## config.mk

```make
export PLATFORM = sky130hd
export DESIGN_NAME = bhc_cmd_regs
export DESIGN_NICKNAME = d
export VERILOG_FILES = /design/src/bhc_window_hit.v /design/src/bhc_cmd_regs.v
export VERILOG_INCLUDE_DIRS = /design/src
export SDC_FILE = /design/constraint.sdc
export NUM_CORES = 1
export LEC_CHECK = 0
export BUFFER_PORTS_ARGS = -buffer_cell sky130_fd_sc_hd__buf_2
export CAP_MARGIN = 5
export CELL_PAD_IN_SITES_DETAIL_PLACEMENT = 0
export CELL_PAD_IN_SITES_GLOBAL_PLACEMENT = 1
export CORE_AREA = 2 2 144 146
export CTS_BUF_LIST = sky130_fd_sc_hd__clkbuf_8
export CTS_CLUSTER_SIZE = 25
export DETAILED_ROUTE_END_ITERATION = 6
export DIE_AREA = 0 0 146 148
export HOLD_SLACK_MARGIN = 0.15
export PLACE_DENSITY_LB_ADDON = 0.1
export SYNTH_ARGS = -nofsm -noshare
export SYNTH_HDL_FRONTEND = slang
export SYNTH_SLANG_ARGS = --single-unit
```

## constraint.sdc

```tcl
create_clock -name core_clk -period 3.6 [get_ports core_clk]
set_input_delay 0.18 -clock core_clk [delete_from_list [all_inputs] [get_ports core_clk]]
set_output_delay 0.18 -clock core_clk [all_outputs]
set_load 0.1 [all_outputs]
```

## src/bhc_regs.vh

```
// Constants for the bridge header command block: offsets, fields, codes.
// Assumes inclusion by bare name from every design file that needs them.
`ifndef BHC_REGS_VH
`define BHC_REGS_VH

// Dword offsets in configuration space (byte addresses)
`define BHC_OFF_ID          12'h000
`define BHC_OFF_CMD         12'h004

// Identification codes, arbitrary values
`define BHC_VENDOR_CODE     16'h5a5a
`define BHC_PART_CODE       16'h0c01

// Command register fields
`define BHC_CMD_IO_EN       0
`define BHC_CMD_MEM_EN      1
`define BHC_CMD_FWD_EN      2
`define BHC_CMD_POISON_EN   6
`define BHC_CMD_FATAL_EN    8
`define BHC_CMD_IRQ_MASK    10
`define BHC_CMD_WR_MASK     16'h0547
`define BHC_CMD_RESET       16'h0000

// Status register fields
`define BHC_STS_POISON      8
`define BHC_STS_ERR_SENT    14
`define BHC_STS_RESET       16'h0000

// Primary request spaces
`define BHC_SPACE_IO        2'h0
`define BHC_SPACE_MEM       2'h1

// Secondary request kinds
`define BHC_KIND_MEM        2'h0
`define BHC_KIND_IO         2'h1
`define BHC_KIND_OTHER      2'h2
`define BHC_KIND_CPL        2'h3

// Error message codes
`define BHC_MSG_COR         2'h0
`define BHC_MSG_NONFATAL    2'h1
`define BHC_MSG_FATAL       2'h3

// Window index in the decoder array
`define BHC_WIN_IO          0
`define BHC_WIN_MEM         1
`define BHC_WIN_PREF        2
`define BHC_WIN_COUNT       3

`endif

```

## src/bhc_window_hit.v

```verilog
// Base and limit comparator for one address window of the bridge.
// Assumes low and high are inclusive bounds already expanded to full width.
`timescale 1ns/1ps

module bhc_window_hit #(
  parameter ADDR_W = 32
) (
  input  wire [ADDR_W-1:0] addr,
  input  wire [ADDR_W-1:0] win_low,
  input  wire [ADDR_W-1:0] win_high,
  output wire              hit
);

  // A window whose high is below its low is empty and never hits
  assign hit = (addr >= win_low) && (addr <= win_high);

endmodule

```

## src/bhc_cmd_regs.v

```verilog
// Type 1 header start of one switch port: identification, command and
// the two status flags it drives, plus the gating of traffic by command.
// Assumes all inputs synchronous to core_clk; event inputs are one-cycle pulses.
// Functional notes
// Vendor code halfword at offset 0 is read-only and fixed.
// Part code halfword at offset 2 is read-only, writes ignored.
// I/O enable clear: primary I/O accesses in the I/O window not claimed.
// Memory enable clear: primary memory accesses in both memory windows not claimed.
// Forward enable clear: no memory or I/O requests issued for subordinates.
// Forward enable clear: subordinate non-posted requests answered Unsupported Request.
// Forward enable ignores completions and non-memory, non-I/O requests.
// Poison enable set: poisoned completion or write sets master poison flag.
// Poison enable clear: master poison flag never set.
// Own fatal, non-fatal errors reported if fatal enable or device control allows.
// Fatal enable gates forwarding of secondary fatal and non-fatal messages.
// Secondary correctable messages are always forwarded.
// Interrupt mask set deasserts own legacy interrupt and its resolved state.
// Interrupt mask leaves forwarded secondary legacy interrupts untouched.
// Command bits 3,4,5,7,9 and 15:11 read zero.
// Master poison flag in status bit 8, write one clears.
// Status bit 14 set on sent fatal/non-fatal message with enable; W1C.
// Writable command bits reset to zero.
`timescale 1ns/1ps
`include "bhc_regs.vh"

module bhc_cmd_regs #(
  parameter ADDR_W = 32
) (
  input  wire              core_clk,
  input  wire              reset,
  // Configuration access from the primary side
  input  wire              cfg_req,
  input  wire              cfg_wr,
  input  wire [11:0]       cfg_addr,
  input  wire [3:0]        cfg_be,
  input  wire [31:0]       cfg_wdata,
  output reg               cfg_ack,
  output reg  [31:0]       cfg_rdata,
  // Window bounds from the later header registers
  input  wire [ADDR_W-1:0] io_window_low,
  input  wire [ADDR_W-1:0] io_window_high,
  input  wire [ADDR_W-1:0] mem_window_low,
  input  wire [ADDR_W-1:0] mem_window_high,
  input  wire [ADDR_W-1:0] prefetch_window_low,
  input  wire [ADDR_W-1:0] prefetch_window_high,
  // Primary-side request decode
  input  wire              pri_req_valid,
  input  wire [1:0]        pri_req_space,
  input  wire [ADDR_W-1:0] pri_req_addr,
  output reg               pri_dec_valid,
  output reg               pri_claim,
  // Subordinate-side requests travelling upstream
  input  wire              sec_req_valid,
  input  wire [1:0]        sec_req_kind,
  input  wire              sec_req_nonposted,
  output reg               sec_fwd,
  output reg               sec_ur,
  // Poison events
  input  wire              poison_cpl_rx,
  input  wire              poison_wr_tx,
  // Own error detection and device control enables
  input  wire              err_detect_fatal,
  input  wire              err_detect_nonfatal,
  input  wire              device_control_fatal_en,
  input  wire              device_control_nonfatal_en,
  output reg               own_msg_valid,
  output reg  [1:0]        own_msg_code,
  // Error messages from the secondary interface
  input  wire              sec_msg_valid,
  input  wire [1:0]        sec_msg_code,
  output reg               fwd_msg_valid,
  output reg  [1:0]        fwd_msg_code,
  // Legacy interrupts
  input  wire              own_irq_req,
  input  wire              sec_irq_in,
  output reg               own_irq_out,
  output reg               fwd_irq_out,
  // Command and status views for the rest of the port
  output reg  [15:0]       command_out,
  output reg  [15:0]       status_out
);

  // Byte-enable merge, used for command writes and status clears
  function [15:0] be_mask16;
    input [1:0] be;
    begin
      be_mask16 = {{8{be[1]}}, {8{be[0]}}};
    end
  endfunction

  // Fatal and non-fatal codes share gating and status reporting
  function is_err_msg;
    input [1:0] code;
    begin
      is_err_msg = (code != `BHC_MSG_COR);
    end
  endfunction

  reg  [15:0] bridge_command_reg;
  reg  [15:0] bridge_command_next;
  reg  [15:0] bridge_status_reg;
  reg  [15:0] bridge_status_next;
  reg  [31:0] rdata_next;
  reg         own_msg_next;
  reg  [1:0]  own_code_next;
  reg         fwd_msg_next;
  reg         fwd_next;
  reg         ur_next;

  wire [ADDR_W-1:0] win_low  [0:`BHC_WIN_COUNT-1];
  wire [ADDR_W-1:0] win_high [0:`BHC_WIN_COUNT-1];
  wire [`BHC_WIN_COUNT-1:0] win_hit;

  wire io_en     = bridge_command_reg[`BHC_CMD_IO_EN];
  wire mem_en    = bridge_command_reg[`BHC_CMD_MEM_EN];
  wire fwd_en    = bridge_command_reg[`BHC_CMD_FWD_EN];
  wire poison_en = bridge_command_reg[`BHC_CMD_POISON_EN];
  wire fatal_en  = bridge_command_reg[`BHC_CMD_FATAL_EN];
  wire irq_mask  = bridge_command_reg[`BHC_CMD_IRQ_MASK];

  wire wr_cmd = cfg_req && cfg_wr && (cfg_addr == `BHC_OFF_CMD);

  // Window bounds gathered so one generate loop builds a decoder per window
  assign win_low[`BHC_WIN_IO]    = io_window_low;
  assign win_high[`BHC_WIN_IO]   = io_window_high;
  assign win_low[`BHC_WIN_MEM]   = mem_window_low;
  assign win_high[`BHC_WIN_MEM]  = mem_window_high;
  assign win_low[`BHC_WIN_PREF]  = prefetch_window_low;
  assign win_high[`BHC_WIN_PREF] = prefetch_window_high;

  genvar gi;
  generate
    for (gi = 0; gi < `BHC_WIN_COUNT; gi = gi + 1) begin : g_win
      bhc_window_hit #(
        .ADDR_W   (ADDR_W)
      ) u_win (
        .addr     (pri_req_addr),
        .win_low  (win_low[gi]),
        .win_high (win_high[gi]),
        .hit      (win_hit[gi])
      );
    end
  endgenerate

  // Command write: only the five enable bits and the interrupt mask are writable, the rest stay zero
  always @* begin
    bridge_command_next = bridge_command_reg;
    if (wr_cmd) begin
      bridge_command_next = (bridge_command_reg & ~(be_mask16(cfg_be[1:0]) &
                            `BHC_CMD_WR_MASK)) | (cfg_wdata[15:0] &
                            be_mask16(cfg_be[1:0]) & `BHC_CMD_WR_MASK);
    end
  end

  // Own error message: enable from command or device control
  always @* begin
    own_msg_next  = 1'b0;
    own_code_next = `BHC_MSG_NONFATAL;
    if (err_detect_fatal && (fatal_en || device_control_fatal_en)) begin
      own_msg_next  = 1'b1;
      own_code_next = `BHC_MSG_FATAL;
    end else if (err_detect_nonfatal && (fatal_en || device_control_nonfatal_en)) begin
      own_msg_next  = 1'b1;
      own_code_next = `BHC_MSG_NONFATAL;
    end
  end

  // Secondary messages: correctable always, others only with fatal enable
  always @* begin
    fwd_msg_next = 1'b0;
    if (sec_msg_valid) begin
      if (!is_err_msg(sec_msg_code)) begin
        fwd_msg_next = 1'b1;
      end else begin
        fwd_msg_next = fatal_en;
      end
    end
  end

  // Status flags: a new event beats a same-cycle write-one clear
  always @* begin
    bridge_status_next = bridge_status_reg;
    if (wr_cmd) begin
      bridge_status_next = bridge_status_reg & ~(cfg_wdata[31:16] &
                           be_mask16(cfg_be[3:2]));
    end
    if (poison_en && (poison_cpl_rx || poison_wr_tx)) begin
      bridge_status_next[`BHC_STS_POISON] = 1'b1;
    end
    if (fatal_en && (own_msg_next || (fwd_msg_next && is_err_msg(sec_msg_code)))) begin
      bridge_status_next[`BHC_STS_ERR_SENT] = 1'b1;
    end
  end

  // Upstream request gating by the forward enable
  always @* begin
    fwd_next = 1'b0;
    ur_next  = 1'b0;
    if (sec_req_valid) begin
      if (sec_req_kind == `BHC_KIND_MEM || sec_req_kind == `BHC_KIND_IO) begin
        fwd_next = fwd_en;
        ur_next  = ~fwd_en && sec_req_nonposted;
      end else begin
        fwd_next = 1'b1;
      end
    end
  end

  // Read mux; unmapped offsets read zero
  always @* begin
    rdata_next = 32'h0000_0000;
    case (cfg_addr)
      `BHC_OFF_ID: begin
        rdata_next = {`BHC_PART_CODE, `BHC_VENDOR_CODE};
      end
      `BHC_OFF_CMD: begin
        rdata_next = {bridge_status_reg, bridge_command_reg};
      end
      default: begin
        rdata_next = 32'h0000_0000;
      end
    endcase
  end

  // Registers and configuration answer
  always @(posedge core_clk) begin
    if (reset) begin
      bridge_command_reg <= `BHC_CMD_RESET;
      bridge_status_reg  <= `BHC_STS_RESET;
      cfg_ack            <= 1'b0;
      cfg_rdata          <= 32'h0000_0000;
    end else begin
      bridge_command_reg <= bridge_command_next;
      bridge_status_reg  <= bridge_status_next;
      cfg_ack            <= cfg_req;
      // Read data only updates on reads, so it holds between accesses
      if (cfg_req && !cfg_wr) begin
        cfg_rdata <= rdata_next;
      end
    end
  end

  // Primary decode and claim, one cycle after the request
  always @(posedge core_clk) begin
    if (reset) begin
      pri_dec_valid <= 1'b0;
      pri_claim     <= 1'b0;
    end else begin
      pri_dec_valid <= pri_req_valid;
      if (pri_req_space == `BHC_SPACE_IO) begin
        pri_claim <= pri_req_valid && io_en && win_hit[`BHC_WIN_IO];
      end else begin
        pri_claim <= pri_req_valid && mem_en &&
                     (win_hit[`BHC_WIN_MEM] || win_hit[`BHC_WIN_PREF]);
      end
    end
  end

  // Traffic outputs, all registered
  always @(posedge core_clk) begin
    if (reset) begin
      sec_fwd       <= 1'b0;
      sec_ur        <= 1'b0;
      own_msg_valid <= 1'b0;
      own_msg_code  <= `BHC_MSG_COR;
      fwd_msg_valid <= 1'b0;
      fwd_msg_code  <= `BHC_MSG_COR;
      own_irq_out   <= 1'b0;
      fwd_irq_out   <= 1'b0;
      command_out   <= `BHC_CMD_RESET;
      status_out    <= `BHC_STS_RESET;
    end else begin
      sec_fwd       <= fwd_next;
      sec_ur        <= ur_next;
      own_msg_valid <= own_msg_next;
      own_msg_code  <= own_code_next;
      fwd_msg_valid <= fwd_msg_next;
      fwd_msg_code  <= sec_msg_code;
      own_irq_out   <= own_irq_req && !irq_mask;
      fwd_irq_out   <= sec_irq_in;
      command_out   <= bridge_command_next;
      status_out    <= bridge_status_next;
    end
  end

endmodule

```

==> results.yml <==
critical_path:
  ff2ff_path_depth: 4
  cp_slowest_cell: "a311oi_1"
  crit_chain: "buf_2, inv_1, ha_1, nand2b_1, a2111oi_2, o21ai_0, a311oi_1, o21ai_1, a211oi_1, o22a_1, o22ai_1"
  reg2reg_setup_slack_ns: 2.25
  path_max_fanout: 6
  critPathRequiredTime_ns: 3.83
  path_depth: 11
  cp_slowest_stage_delay_ns: 0.55
  critPathLaunchType: "input pin"
  path_delay_family: "compound AO/OA/AOI/OAI gates"
  critPathBufInv: 2
  crit_type: "input pin to flop"
  r2r_end: "pri_claim"
  worst-endpoint-arrival_ns: 2.82
  worst_setup_path_end_kind: "flop"
worst_hold_path:
  holdPathStages: 4
  min-delay-start: "cfg_be[1]"
  hold_class: "input pin to flop"
logic_synthesis:
  synth-seq-area-share: 0.168
  ys_warn_count: 0
  netlist-cell-type-count: 53
  syn-cell-area_sq_mm: 0.00691
  synth-main-ff-cell: "dfxtp_1"
  synth_cells: 891
  synthArstFlopShare: 0
  ys_seq_elements: 58
  synth_area_per_cell_sq_um: 7.76
  synth_edf_count: 0
final_layout:
  mostFrequentLayoutCells: "buf_2, ha_1, inv_1"
  mostFrequentLayoutCell: "buf_2"
  layout.nets: 1753
  instances_no_fill: 1545
  drive_above_1_share: 0.289
  area_delta_synth_final_pct: 36.7
  postLayoutCoreUtil: 0.471
pwr:
  vdd_ir_drop_max_mv: 0.199
  share_comb_of_total_power: 0.377
  seq_power_share: 0.292
  power_leakage_nw: 5.58
  clkPwrFrac: 0.331
  p_sw_mw: 0.762
  swShare: 0.342
  p_per_area_mw_per_mm2: 235
  intPower_mw: 1.46
timing:
  maxSlewViolCount: 0
  max_slew_margin: 0.296
  hold_viol: 0
  rsz0062_at_grt: "false"
  skew_ns: 0.00783
  fmax_mhz: 386
  tns_ns: 0
  final.period_utilization: 0.720
  final-setup-viol-count: 0
  tightest_slew_ns: 1.06
  post-route-min-period_ns: 2.59
cts:
  worst_skew_pair.late_latency_ns: 0.35
  cts_tree: "built"
  numCtsBuffers: 9
  cts_root_buf: "clkbuf_8"
  cts-hold-fix-buffers: 39
  post_cts_buffers: 0
  cts-resized-gates: 0
  cts.path.max_buffers: 2
  path_clk_slew_ns: 0.07
  cts_num_sinks: 58
  ctsHtreeMaxLevel: 3
grt:
  grt_overflow: 0
  grt_max_degree: 41
  grtUsageTotal: 0.211
  first_global_vias: 7140
  antenna_found_initial: 5
  grt_pass1_wl_microns: 36300
routing:
  drc: 0
  drt_first_iter_violations: 166
  ant_nets: 0
  wirelength_microns: 23300
  drt-pass1-iter-count: 4
  vias: 7150
  wl_per_cell_microns: 15.1
  avgViaCountPerCell: 4.63
place:
  place_hpwl_microns: 19700
  place_congestion: 0.833
  portBuffers: 345
  dp_cells: 1487
flow_run:
  maxCapViolations: 0
floorplan:
  io_pins: 371
  die_height_microns: 148
  coreArea_sq_mm: 0.0200
  dieArea_sq_mm: 0.0216
  start_util: 0.345
  rows: 52
  die_w_microns: 146
status:
  status: "finished clean"
## logic make-up after synthesis
| kind of cell | after synthesis | share of synthesized area |
|---|---|---|
| other | 1 | 0.000543 |
| AND/OR/NAND/NOR | 233 | 0.174 |
| AO/OA/AOI/OAI | 182 | 0.170 |
| multiplexers | 4 | 0.00579 |
| flip-flops | 58 | 0.168 |
| adder cells (fa/ha/maj) | 192 | 0.348 |
| buffers and inverters | 221 | 0.134 |
## Yosys cell counts (all sizes together) (10+ instances only)
cell type / n / area share
a21o: 20 / 0.022
a21oi: 67 / 0.049
a22oi: 21 / 0.024
and3: 15 / 0.014
and4: 10 / 0.013
buf: 24 / 0.027
dfxtp: 58 / 0.17
ha: 192 / 0.35
inv: 189 / 0.10
nand2: 62 / 0.034
nand3: 27 / 0.020
nand4: 26 / 0.024
nor2: 47 / 0.026
nor2b: 12 / 0.011
nor4: 12 / 0.013
o21ai: 29 / 0.021
## metrics by stage
stage	hold WS (ns)	worst slack, ns	total power, mW	cell area, sq um
after floorplan	0.275	1.57	1.17	6960
after global placement	0.390	0.630	1.47	8810
after detailed placement	0.397	0.593	1.47	8810
after CTS	0.152	0.962	2.25	9440
after global routing	0.178	0.821	2.39	9450
final	0.173	1.01	2.22	9450
## worst register-to-register path: cells and delay by family (launching register included)
kind,cells,cell delay (ns)
and+or+nand+nor,2,0.55
DFF,1,0.39
AOI/OAI and AO/OA,2,0.34
## power by group through the flow
stage	combinational, mW	clock (mW)	sequential (mW)
6_report	0.840	0.736	0.649
3_5_place_dp	0.810	0	0.664
3_3_place_gp	0.807	0	0.663
2_1_floorplan	0.461	0	0.711
5_1_grt	0.963	0.780	0.649
4_1_cts	0.848	0.753	0.649
## how the worst max path moves through the flow
| stage | startpoint | end | slack, ns |
|---|---|---|---|
| after global routing | pri_req_addr[0] | pri_claim | 0.82 |
| after floorplan | pri_req_addr[0] | pri_claim | 1.57 |
| after global placement | pri_req_addr[0] | pri_claim | 0.63 |
| final | pri_req_addr[0] | pri_claim | 1.01 |
| after CTS | pri_req_addr[0] | pri_claim | 0.96 |
| after detailed placement | pri_req_addr[0] | pri_claim | 0.59 |
## per-layer routing
layer  part of all wire  track usage  wire [microns]  vias to the layer above
li1                   -            -               -                     3823
met3              0.064       0.0435            1490                       21
met5             0.0011            0              26                        -
met2               0.46        0.366           10800                      217
met1               0.46        0.274           10800                     3085
met4             0.0088       0.0364             206                        4
## layout make-up
type / instances / area, sq um
Antenna cell: 3 / 7.51
Clock buffer: 9 / 124
Clock inverter: 7 / 119
Fill cell: 2181 / 10600
Inverter: 189 / 709
Multi-Input combinational cell: 625 / 4870
Sequential cell: 58 / 1160
Tap cell: 270 / 338
Timing Repair Buffer: 384 / 2120
(Power assumes the default switching activity.)
